### config.mk
export PLATFORM = sky130hd
export DESIGN_NAME = ttq_trace_qualifier
export DESIGN_NICKNAME = d
export VERILOG_FILES = /design/src/design/ttq_pkg.sv /design/src/design/ttq_fifo.sv /design/src/design/ttq_trace_qualifier.sv
export SDC_FILE = /design/constraint.sdc
export NUM_CORES = 2
export LEC_CHECK = 0
export ABC_AREA = 1
export BUFFER_PORTS_ARGS = -buffer_cell sky130_fd_sc_hd__buf_2
export CAP_MARGIN = 0
export CORE_MARGIN = 10
export CORE_UTILIZATION = 45
export DETAILED_ROUTE_END_ITERATION = 8
export PLACE_DENSITY = 0.61
export SYNTH_ARGS = -nofsm -noshare
export SYNTH_HDL_FRONTEND = slang
export SYNTH_HIERARCHICAL = 1
export SYNTH_SLANG_ARGS = --single-unit
### constraint.sdc
create_clock -name pclk -period 4.3 [get_ports pclk]
set_input_delay 0.645 -clock pclk [delete_from_list [all_inputs] [get_ports pclk]]
set_output_delay 0.645 -clock pclk [all_outputs]
set_load 0.01 [all_outputs]
### src/design/ttq_pkg.sv
package ttq_pkg;

// Operation
// - Pattern matches only when all labels match.
// - Per-pattern sense bit selects equal or not-equal.
// - Range gives inside result and its complement.
// - Set one: range, not-range, patterns zero-three.
// - Between-set AND or OR joins set results only.
// - Each set reduces by OR or NOR, never both.
// - Reduce each set first, then join sets.
// - NOR of one resource gives its complement.
// - Address label covers trace bits 0 to 23.
// - Data label covers trace bits 32 to 47.
// - Status label covers trace bits 24 to 31.
// - External bits are compared only when enabled; disabled, they are ignored.
// - Care mask ignores don't-care bits in comparison.
// - All don't-care label matches every state.
// - Complete only after trigger and memory filled.
// - Running while untriggered or memory not filled.
// - Reset command restores default qualification setup.

	localparam int ADDR_LO = 0;
	localparam int ADDR_HI = 23;
	localparam int STAT_LO = 24;
	localparam int STAT_HI = 31;
	localparam int DATA_LO = 32;
	localparam int DATA_HI = 47;
	localparam int XB_LO   = 48;
	localparam int XB_HI   = 63;
	localparam int TW      = 64;
	localparam int NPAT    = 8;
	localparam int CNT_W   = 16;
	localparam int FIFO_W  = 48;
	localparam int FIFO_D  = 16;

	localparam logic [7:0] OFF_CTRL    = 8'h00;
	localparam logic [7:0] OFF_EXPR    = 8'h04;
	localparam logic [7:0] OFF_RSEL    = 8'h08;
	localparam logic [7:0] OFF_RLO     = 8'h0C;
	localparam logic [7:0] OFF_RHI     = 8'h10;
	localparam logic [7:0] OFF_STAT    = 8'h14;
	localparam logic [7:0] OFF_FLO     = 8'h18;
	localparam logic [7:0] OFF_FHI     = 8'h1C;
	localparam logic [7:0] OFF_SENSE   = 8'h20;
	localparam logic [7:0] OFF_PAT     = 8'h40;
	localparam logic [7:0] OFF_PAT_END = 8'hBC;

	localparam int CTRL_BEGIN = 0;
	localparam int CTRL_HALT  = 1;
	localparam int CTRL_RESET = 2;
	localparam int CTRL_XEN   = 3;

	localparam int EX_SEL1 = 0;
	localparam int EX_NOR1 = 6;
	localparam int EX_SEL2 = 8;
	localparam int EX_NOR2 = 13;
	localparam int EX_OR   = 16;

	localparam logic [31:0] EXPR_RST  = 32'h0000_2040;
	localparam logic [31:0] RLO_RST   = 32'h0000_0000;
	localparam logic [31:0] RHI_RST   = 32'h0000_0000;
	localparam logic [7:0]  SENSE_RST = 8'h00;

	typedef enum logic [1:0] {
		LBL_ADDR = 2'b00,
		LBL_DATA = 2'b01,
		LBL_STAT = 2'b10,
		LBL_XB   = 2'b11
	} ttq_label_t;

endpackage

### src/design/ttq_fifo.sv
module ttq_fifo #(
	parameter int W = 48,
	parameter int D = 16
)(
	input  wire logic         clk,
	input  wire logic         rst_n,
	input  wire logic         clr,
	input  wire logic         in_valid,
	output logic              in_ready,
	input  wire logic [W-1:0] in_data,
	output logic              out_valid,
	input  wire logic         out_ready,
	output logic [W-1:0]      out_data
);
	localparam int AW = $clog2(D);

	logic [W-1:0] mem [D];
	logic [AW-1:0] wp_q;
	logic [AW-1:0] rp_q;
	logic [AW:0]   n_q;
	logic          push;
	logic          pop;

	assign in_ready  = n_q != (AW+1)'(D);
	assign out_valid = n_q != '0;
	assign out_data  = mem[rp_q];
	assign push      = in_valid && in_ready;
	assign pop       = out_valid && out_ready;

	always_ff @(posedge clk)
	begin
		if (push)
			mem[wp_q] <= in_data;
	end

	always_ff @(posedge clk or negedge rst_n)
	begin
		if (!rst_n)
		begin
			wp_q <= '0;
			rp_q <= '0;
			n_q  <= '0;
		end
		else if (clr)
		begin
			wp_q <= '0;
			rp_q <= '0;
			n_q  <= '0;
		end
		else
		begin
			if (push)
				wp_q <= (wp_q == AW'(D - 1)) ? '0 : wp_q + AW'(1);
			if (pop)
				rp_q <= (rp_q == AW'(D - 1)) ? '0 : rp_q + AW'(1);
			n_q <= n_q + (AW+1)'(push) - (AW+1)'(pop);
		end
	end
endmodule

### src/design/ttq_trace_qualifier.sv
module ttq_trace_qualifier
	import ttq_pkg::*;
#(
	parameter int TDEPTH = 1024,
	parameter int FDEPTH = FIFO_D
)(
	input  wire logic        pclk,
	input  wire logic        presetn,
	input  wire logic        psel,
	input  wire logic        penable,
	input  wire logic        pwrite,
	input  wire logic [7:0]  paddr,
	input  wire logic [31:0] pwdata,
	output logic [31:0]      prdata,
	output logic             pready,
	output logic             pslverr,
	input  wire logic        cap_valid,
	output logic             cap_ready,
	input  wire logic [23:0] cap_addr,
	input  wire logic [7:0]  cap_stat,
	input  wire logic [15:0] cap_data,
	input  wire logic [15:0] cap_xbits,
	input  wire logic        arm_in,
	output logic             trace_running,
	output logic             trace_complete
);
	logic              run_q;
	logic              trig_q;
	logic              xen_q;
	logic [31:0]       expr_q;
	logic [31:0]       rlo_q;
	logic [31:0]       rhi_q;
	ttq_label_t        rsel_q;
	logic [NPAT-1:0]   sense_q;
	logic [TW-1:0]     pv_q [NPAT];
	logic [TW-1:0]     pc_q [NPAT];
	logic [CNT_W-1:0]  cnt_q;
	logic [31:0]       prdata_q;
	logic              p_vld_q;
	logic              p_qual_q;
	logic [FIFO_W-1:0] p_st_q;

	logic              wr_en;
	logic              rd_setup;
	logic              pat_hit;
	logic              mapped;
	logic              ctrl_wr;
	logic              cmd_begin;
	logic              cmd_halt;
	logic              cmd_rst;
	logic [3:0]        pw;
	logic [2:0]        pidx;
	logic [31:0]       rd_c;
	logic [TW-1:0]     st_c;
	logic [TW-1:0]     care_gate;
	logic [NPAT-1:0]   pm;
	logic [31:0]       fld;
	logic              in_rng;
	logic [5:0]        s1;
	logic [4:0]        s2;
	logic              r1;
	logic              r2;
	logic              qual_c;
	logic              done_c;
	logic              need_push;
	logic              adv;
	logic              f_in_ready;
	logic              f_out_valid;
	logic              pop;
	logic [FIFO_W-1:0] f_out_data;

	////////////////////////////////////////////////////////////////////////////////
	// APB slave: zero wait states, error on unmapped words.

	assign wr_en     = psel && penable && pwrite;
	assign rd_setup  = psel && !penable && !pwrite;
	assign pat_hit   = paddr >= OFF_PAT && paddr <= OFF_PAT_END;
	assign mapped    = paddr[1:0] == 2'b00 && (pat_hit || paddr <= OFF_SENSE);
	assign pready    = 1'b1;
	assign pslverr   = psel && penable && !mapped;
	assign prdata    = prdata_q;
	assign ctrl_wr   = wr_en && paddr == OFF_CTRL;
	assign cmd_begin = ctrl_wr && pwdata[CTRL_BEGIN];
	assign cmd_halt  = ctrl_wr && pwdata[CTRL_HALT];
	assign cmd_rst   = ctrl_wr && pwdata[CTRL_RESET];
	assign pw        = paddr[7:4] - 4'h4;
	assign pidx      = pw[2:0];
	assign pop       = psel && penable && !pwrite && paddr == OFF_FHI && f_out_valid;

	always_comb
	begin
		rd_c = 32'h0000_0000;
		if (pat_hit && paddr[1:0] == 2'b00)
		begin
			unique case (paddr[3:2])
				2'b00: rd_c = pv_q[pidx][31:0];
				2'b01: rd_c = pv_q[pidx][63:32];
				2'b10: rd_c = pc_q[pidx][31:0];
				2'b11: rd_c = pc_q[pidx][63:32];
			endcase
		end
		else
		begin
			case (paddr)
				OFF_CTRL:  rd_c = {28'h0000000, xen_q, 3'h0};
				OFF_EXPR:  rd_c = expr_q;
				OFF_RSEL:  rd_c = {30'h0, rsel_q};
				OFF_RLO:   rd_c = rlo_q;
				OFF_RHI:   rd_c = rhi_q;
				OFF_STAT:  rd_c = {cnt_q, 12'h000, f_out_valid, done_c, trig_q, trace_running};
				OFF_FLO:   rd_c = f_out_data[31:0];
				OFF_FHI:   rd_c = {16'h0000, f_out_data[47:32]};
				OFF_SENSE: rd_c = {24'h000000, sense_q};
				default:   rd_c = 32'h0000_0000;
			endcase
		end
	end

	always_ff @(posedge pclk or negedge presetn)
	begin
		if (!presetn)
			prdata_q <= 32'h0000_0000;
		else if (rd_setup)
			prdata_q <= rd_c;
	end

	////////////////////////////////////////////////////////////////////////////////
	// Qualification setup registers.

	always_ff @(posedge pclk or negedge presetn)
	begin
		if (!presetn)
		begin
			expr_q  <= EXPR_RST;
			rsel_q  <= LBL_ADDR;
			rlo_q   <= RLO_RST;
			rhi_q   <= RHI_RST;
			sense_q <= SENSE_RST;
			xen_q   <= 1'b0;
		end
		else if (cmd_rst)
		begin
			expr_q  <= EXPR_RST;
			rsel_q  <= LBL_ADDR;
			rlo_q   <= RLO_RST;
			rhi_q   <= RHI_RST;
			sense_q <= SENSE_RST;
			xen_q   <= 1'b0;
		end
		else if (wr_en)
		begin
			case (paddr)
				OFF_CTRL:  xen_q <= pwdata[CTRL_XEN];
				OFF_EXPR:  expr_q <= pwdata;
				OFF_RSEL:  rsel_q <= ttq_label_t'(pwdata[1:0]);
				OFF_RLO:   rlo_q <= pwdata;
				OFF_RHI:   rhi_q <= pwdata;
				OFF_SENSE: sense_q <= pwdata[7:0];
				default:   ;
			endcase
		end
	end

	always_ff @(posedge pclk or negedge presetn)
	begin
		if (!presetn)
		begin
			for (int i = 0; i < NPAT; i++)
			begin
				pv_q[i] <= '0;
				pc_q[i] <= '0;
			end
		end
		else if (cmd_rst)
		begin
			for (int i = 0; i < NPAT; i++)
			begin
				pv_q[i] <= '0;
				pc_q[i] <= '0;
			end
		end
		else if (wr_en && pat_hit && paddr[1:0] == 2'b00)
		begin
			unique case (paddr[3:2])
				2'b00: pv_q[pidx][31:0] <= pwdata;
				2'b01: pv_q[pidx][63:32] <= pwdata;
				2'b10: pc_q[pidx][31:0] <= pwdata;
				2'b11: pc_q[pidx][63:32] <= pwdata;
			endcase
		end
	end

	////////////////////////////////////////////////////////////////////////////////
	// Pattern, range and set evaluation on the incoming bus state.

	assign st_c      = {cap_xbits, cap_data, cap_stat, cap_addr};
	assign care_gate = {{(XB_HI - XB_LO + 1){xen_q}}, {XB_LO{1'b1}}};

	for (genvar g = 0; g < NPAT; g++)
	begin : g_pat
		// A clear care bit is a don't-care position, so an all-clear label matches anything.
		assign pm[g] = (~|((st_c ^ pv_q[g]) & pc_q[g] & care_gate)) ^ sense_q[g];
	end

	always_comb
	begin
		unique case (rsel_q)
			LBL_ADDR: fld = {8'h00, st_c[ADDR_HI:ADDR_LO]};
			LBL_DATA: fld = {16'h0000, st_c[DATA_HI:DATA_LO]};
			LBL_STAT: fld = {24'h000000, st_c[STAT_HI:STAT_LO]};
			LBL_XB:   fld = xen_q ? {16'h0000, st_c[XB_HI:XB_LO]} : 32'h0000_0000;
		endcase
	end

	assign in_rng = fld >= rlo_q && fld <= rhi_q;
	assign s1     = {pm[3:0], ~in_rng, in_rng};
	assign s2     = {arm_in, pm[7:4]};
	// An empty selection reduces to zero under OR and to one under NOR.
	assign r1     = (|(s1 & expr_q[EX_SEL1 +: 6])) ^ expr_q[EX_NOR1];
	assign r2     = (|(s2 & expr_q[EX_SEL2 +: 5])) ^ expr_q[EX_NOR2];
	assign qual_c = expr_q[EX_OR] ? (r1 || r2) : (r1 && r2);

	////////////////////////////////////////////////////////////////////////////////
	// Capture stage, trigger detection and storage into the trace buffer.

	assign done_c         = trig_q && cnt_q == CNT_W'(TDEPTH);
	assign need_push      = run_q && !done_c && (trig_q || p_qual_q);
	assign adv            = !need_push || f_in_ready;
	assign cap_ready      = !p_vld_q || adv;
	assign trace_running  = run_q && !done_c;
	assign trace_complete = done_c;

	always_ff @(posedge pclk or negedge presetn)
	begin
		if (!presetn)
		begin
			p_vld_q  <= 1'b0;
			p_qual_q <= 1'b0;
			p_st_q   <= '0;
		end
		else if (cap_ready)
		begin
			p_vld_q <= cap_valid;
			if (cap_valid)
			begin
				p_qual_q <= qual_c;
				p_st_q   <= st_c[FIFO_W-1:0];
			end
		end
	end

	always_ff @(posedge pclk or negedge presetn)
	begin
		if (!presetn)
		begin
			run_q  <= 1'b0;
			trig_q <= 1'b0;
			cnt_q  <= '0;
		end
		else if (cmd_halt || cmd_rst)
			run_q <= 1'b0;
		else if (cmd_begin)
		begin
			run_q  <= 1'b1;
			trig_q <= 1'b0;
			cnt_q  <= '0;
		end
		else if (p_vld_q && adv && run_q && !done_c)
		begin
			if (p_qual_q)
				trig_q <= 1'b1;
			if (need_push)
				cnt_q <= cnt_q + CNT_W'(1);
		end
	end

	ttq_fifo #(
		.W (FIFO_W),
		.D (FDEPTH)
	) u_fifo (
		.clk       (pclk),
		.rst_n     (presetn),
		.clr       (cmd_begin),
		.in_valid  (p_vld_q && need_push),
		.in_ready  (f_in_ready),
		.in_data   (p_st_q),
		.out_valid (f_out_valid),
		.out_ready (pop),
		.out_data  (f_out_data)
	);
endmodule

---- Word-level counts from Yosys, hierarchy flattened ----
Memory sizes are Yosys's and may differ from the RTL's.
Index checks and enable logic that the tools add are counted.
cells by class
  $add $sub $neg .......................... 6
  magnitude comparators ................... 7
  equality and inequality tests ........... 18
  mux-type cells .......................... 61
  bitwise logic cells ..................... 39
  reduce and logical (&&, ||, !) cells .... 91
operators by type and width
  kind                     count
  $bwmux W512              4
  $mux W512                4
  $pmux W512 S2            2
  $and A64 B64 Y64         16
  $reduce_or A64 Y1        8
  $xor A64 B64 Y64         8
  $bmux W64 S3             2
  $demux W64 S3            2
  $mux W32                 11
  $mux W64                 5
  $pmux W32 S9             1
  $pmux W32 S4             2
  $mux W16                 4
  $eq A8 B5 Y1 const B     4
  $ge A32 B32 Y1           1
  $le A32 B32 Y1           1
  $logic_and A1 B1 Y1      29
  $reduce_bool A2 Y1       14
  $mux W4                  6
  $mux W8                  3
  $reduce_and A2 Y1        9
  $add A16 B1 Y16 const B  1
  $eq A16 B11 Y1 const B   1
  $eq A8 B4 Y1 const B     2
  32 further kinds         82
storage, ports and cells
  bits in registers ....................... 1244
  RAM bits ................................ 768
  output and inout bits ................... 37
  logic and storage cells ................. 255
  memories kept ........................... 1
memory list
  name        depth  bits a word  read ports  clocked after Yosys merged registers in  write ports  RTL line        RTL
  u_fifo.mem  16     48           1           0                                        1            ttq_fifo.sv:17  logic [W-1:0] mem [D];

---- Logic depth before layout (Yosys ltp) ----
  word-level depth ........................ 12
  gate-level depth with buffers ........... 31
  gate-level depth less buffers ........... 29

---- Cells and area by module ----
The synthesis kept the hierarchy.
modules (own cells, without submodules)
  module               times used  cells an instance  area an instance (um2)
  ttq_trace_qualifier  1           9876               69156.3
  ttq_fifo             1           3112               32861.5

---- Worst setup path before layout ----
No wires, ideal clock.
  path type ............................... register to register
  from .................................... register cnt_q[11]
  to ...................................... memory u_fifo.mem[0][0] (enable)
  setup time .............................. 454 ps
  arrival time ............................ 3779 ps
  data required time ...................... 3846 ps
  setup slack ............................. 68 ps
  cell stages (with the launch flop) ...... 14
  buffers on the path ..................... 1
  clock period less this slack ............ 4232 ps
  path through ............................ dfrtp_1 clkbuf_1 inv_1 nand4_1 nor2_1 nand2_1 inv_1 nor2_1 nand2_1 nor2_1 nand2_1 inv_1 nand2_1 nor2_1
on the way
  longest elaborated chain between the ends .. 9
ends and longest elaborated chain
  item                           RTL line                    RTL
  start, declared                ttq_trace_qualifier.sv:37   logic [CNT_W-1:0] cnt_q;
  start signal, assigned         ttq_trace_qualifier.sv:273  cnt_q <= cnt_q + CNT_W'(1);
  $eq A16 B11 Y1                 ttq_trace_qualifier.sv:226  assign done_c = trig_q && cnt_q == CNT_W'(TDEPTH);
  $logic_and A1 B1 Y1            ttq_trace_qualifier.sv:226
  via trace_complete             ttq_trace_qualifier.sv:25   output logic trace_complete
  $logic_not A1 Y1               --
  $logic_and A1 B1 Y1            --
  via trace_running              ttq_trace_qualifier.sv:24   output logic trace_running,
  $logic_and A1 B1 Y1            ttq_trace_qualifier.sv:227  assign need_push = run_q && !done_c && (trig_q || p_qual_q);
  $logic_and A1 B1 Y1            ttq_trace_qualifier.sv:284  .in_valid (p_vld_q && need_push),
  $logic_and A1 B1 Y1            ttq_fifo.sv:27              assign push = in_valid && in_ready;
  $mux W1                        ttq_fifo.sv:32              if (push)
  $mux W1 (implied by the code)  ttq_fifo.sv:33              mem[wp_q] <= in_data;
  end, declared                  ttq_fifo.sv:17
The timed path passes the listed nets, and every way through them passes these cells.

---- Final worst setup path ----
  from .................................... register cnt_q[0]
  to ...................................... memory u_fifo.mem[0][35] (enable)
on the way
  longest elaborated chain between the ends .. 9
ends and longest elaborated chain
  item                               RTL line
  $eq A16 B11 Y1                     ttq_trace_qualifier.sv:226
  $logic_and A1 B1 Y1                ttq_trace_qualifier.sv:226
  $logic_not A1 Y1                   ttq_trace_qualifier.sv:227
  $logic_and A1 B1 Y1 (2 in series)  ttq_trace_qualifier.sv:227
  $logic_and A1 B1 Y1                ttq_trace_qualifier.sv:284
  $logic_and A1 B1 Y1                ttq_fifo.sv:27
  $mux W1                            ttq_fifo.sv:32
  $mux W1 (implied by the code)      ttq_fifo.sv:33
No other way between the ends.

==> results.sh <==
export IMPL_powerDensity_nw_per_um2=374
export IMPL_fin_skew_ns=0.0424
export IMPL_hold_viol_final=0
export IMPL_numCtsBuffers=219
export IMPL_yosys_area_top_type="dfrtp_1"
export IMPL_vias=96653
export IMPL_placed_area_um2=108000
export IMPL_ctsResizeCount=0
export IMPL_drt_iter0_markers=14429
export IMPL_syn_area_per_cell_um2=7.85
export IMPL_placed_cells=15833
export IMPL_wl_mm=475
export IMPL_worstPathMaxFanout=12
export IMPL_post_cts_setup_buffers=0
export IMPL_fin_crit_ns=4.04
export IMPL_netlist_area_leader_share_pct=30.5
export IMPL_drv_slew=0
export IMPL_core_area_um2=225000
export IMPL_crit_required_ns=4.86
export IMPL_antenna_found_initial=68
export IMPL_hold_path_class="input port to flip-flop"
export IMPL_die_w_um=496
export IMPL_multi_input_area_um2=41400
export IMPL_ys_ff_latch=2012
export IMPL_fillCellCount=21440
export IMPL_synth_edf_count=768
export IMPL_yosys_warnings=6
export IMPL_synth_ff_type="dfrtp_1"
export IMPL_synth_common_cells="nand2_1, dfrtp_1, o21ai_0"
export IMPL_gr_total_overflow=0
export IMPL_clk_path_buf_depth=3
export IMPL_ys_seq_area_share_pct=53.1
export IMPL_synth_async_reset_ratio_pct=61.8
export IMPL_drc_errors=0
export IMPL_regArea_um2=54200
export IMPL_critical_path_endpoint_type="flip-flop"
export IMPL_clk_pin_slew_ns=0.06
export IMPL_final_area_um2=116000
export IMPL_dr_pass1_iters=7
export IMPL_gp_congestion=1.01
export IMPL_clockRootBuffer="clkbuf_16"
export IMPL_outcome="finished clean"
export IMPL_clock_sinks=2012
export IMPL_ff2ff_path_depth=14
export IMPL_fin_tns_setup_ns=0
export IMPL_rsz0062_at_grt="false"
export IMPL_instances_no_fill=16279
export IMPL_pin_count=148
export IMPL_syn_to_final_growth_pct=13.8
export IMPL_finalSetupViolCount=0
export IMPL_path_class="flip-flop to flip-flop"
export IMPL_ant_nets=0
export IMPL_syn_num_nets=13161
export IMPL_grt_use_total_pct=37.5
export IMPL_via_per_inst=5.94
export IMPL_htreeDepth=4
export IMPL_p_leak_nw=49.7
export IMPL_critPathArrivalTime_ns=4.60
export IMPL_peakVddDrop_mv=0.433
export IMPL_slew_headroom_pct=22.7
export IMPL_grt_max_degree=131
export IMPL_final_layout_size_suffix_gt1_share_pct=8.29
export IMPL_hold_path_cell_count=3
export IMPL_cp_start_kind="flip-flop"
export IMPL_final_nets=13236
export IMPL_grt_pass1_wl_mm=665
export IMPL_ys_top_cells_by_area="dfrtp_1, edfxtp_1, nand2_1, o21ai_0, nand3_1"
export IMPL_synth_distinct_cells=67
export IMPL_worst_pin_slew_ns=1.15
export IMPL_io_buffer_count=146
export IMPL_cts_tree="done"
export IMPL_grt_pass1_vias=88910
export IMPL_yosysMostFrequentCell="nand2_1"
export IMPL_dp_hpwl_mm=319
export IMPL_max_cap_violations=0
export IMPL_cts_hold_buffers=1
export IMPL_synth_cells=12988
export IMPL_fin_crit_sh_pct=93.9
export IMPL_dieArea_um2=246000
export IMPL_clock_latency_ns=0.92
export IMPL_clock_fmax_mhz=248
export IMPL_initial_core_util_pct=45.3
export IMPL_dieHeight_um=496
export IMPL_num_rows=174
export IMPL_wl_per_cell_um=29.2
export IMPL_syn_area_um2=102000
## per-layer routing
layer	vias to the layer above	global-route usage [%]	part of all wire, %
met1	46424	49.1	39
met2	6215	55.3	43
li1	42632	-	-
met5	-	0	0.044
met4	32	21.6	6.6
met3	1350	11.3	12
## area by class of cell
type / count / share of cell area, %
multi-input combinational: 9229 / 35.7
clock inverter: 100 / 1.12
tap: 2992 / 3.22
antenna: 48 / 0.103
clock buffer: 297 / 5.35
sequential: 2012 / 46.7
inverter: 1002 / 3.28
timing repair buffer: 599 / 4.53
## path summary, 6_finish.rpt
kind                            start           endpoint  slack, ns
max in group asynchronous     presetn          pv_q[229]       2.64
hold reg to reg            prdata[12]         prdata[12]       0.48
setup / recovery             cnt_q[0]  u_fifo/mem[0][35]       0.26
hold / removal             pwdata[25]         expr_q[25]       0.15
min in group asynchronous     presetn          pc_q[438]       0.33
setup reg to reg             cnt_q[0]  u_fifo/mem[0][35]       0.26
## critical path, stage by stage, from the launching register on
cell	delay [ns]
dfrtp_1	0.35
inv_1	0.09
ha_1	0.22
nand4_1	0.09
nor2_1	0.06
nand2_1	0.15
inv_1	0.10
nor2_1	0.22
nand2_1	0.13
nor2_1	0.42
nand2_1	0.35
inv_1	0.29
nand2_1	0.30
nor2_4	0.52
buf_4	0.39
## cell families (layout without fill, tap and decap cells)
kind of cell | after synthesis | count (layout) | share of synthesized area [%]
and+or+nand+nor | 7415 | 7415 | 29.4
DFF | 2012 | 2012 | 53.1
buffers and inverters | 1747 | 1998 | 6.69
AOI/OAI and AO/OA | 1745 | 1745 | 10.0
adders and majority gates | 62 | 62 | 0.768
xor gates and xnor gates | 6 | 6 | 0.0515
other | 1 | 49 | 0.00368
## power breakdown
part | switching [W] | internal (W) | leakage [nW]
Combinational | 0.00236 | 0.000673 | 22.3
Clock | 0.00842 | 0.0115 | 3.69
Sequential | 0.000322 | 0.0202 | 23.7
Total | 0.0111 | 0.0324 | 49.7
## through the flow
stage	utilization (%)	setup slack, ns	power, W	hold WS (ns)
floorplan	-	0.0677	0.0220	0.349
CTS	51.5	0.302	0.0435	0.0996
global placement	48.2	0.304	0.0237	0.460
detailed placement	48.2	0.325	0.0238	0.469
finish	51.6	0.264	0.0435	0.151
global route	51.5	0.220	0.0445	0.131
## registers in the layout, indices dropped and copies added (netlist names), 16 cells and up
signal / flops
pv_q: 512
p_st_q: 48
rlo_q: 32
u_fifo/mem: 768
cnt_q: 16
rhi_q: 32
prdata: 32
pc_q: 512
expr_q: 32
## placed cells by master (no fill, tap or decap), types with 67 or more instances in the layout
cell type	instances
inv_1	960
o21ai_1	79
buf_2	145
buf_12	90
nand4_1	189
nand2_1	5112
o22ai_1	153
nor2_1	983
dfrtp_1	1238
a221oi_1	76
buf_4	363
o21ai_0	1030
clkbuf_16	221
nand3_1	985
edfxtp_1	768
a22oi_1	67
a21oi_1	104
(Power assumes the default switching activity.)
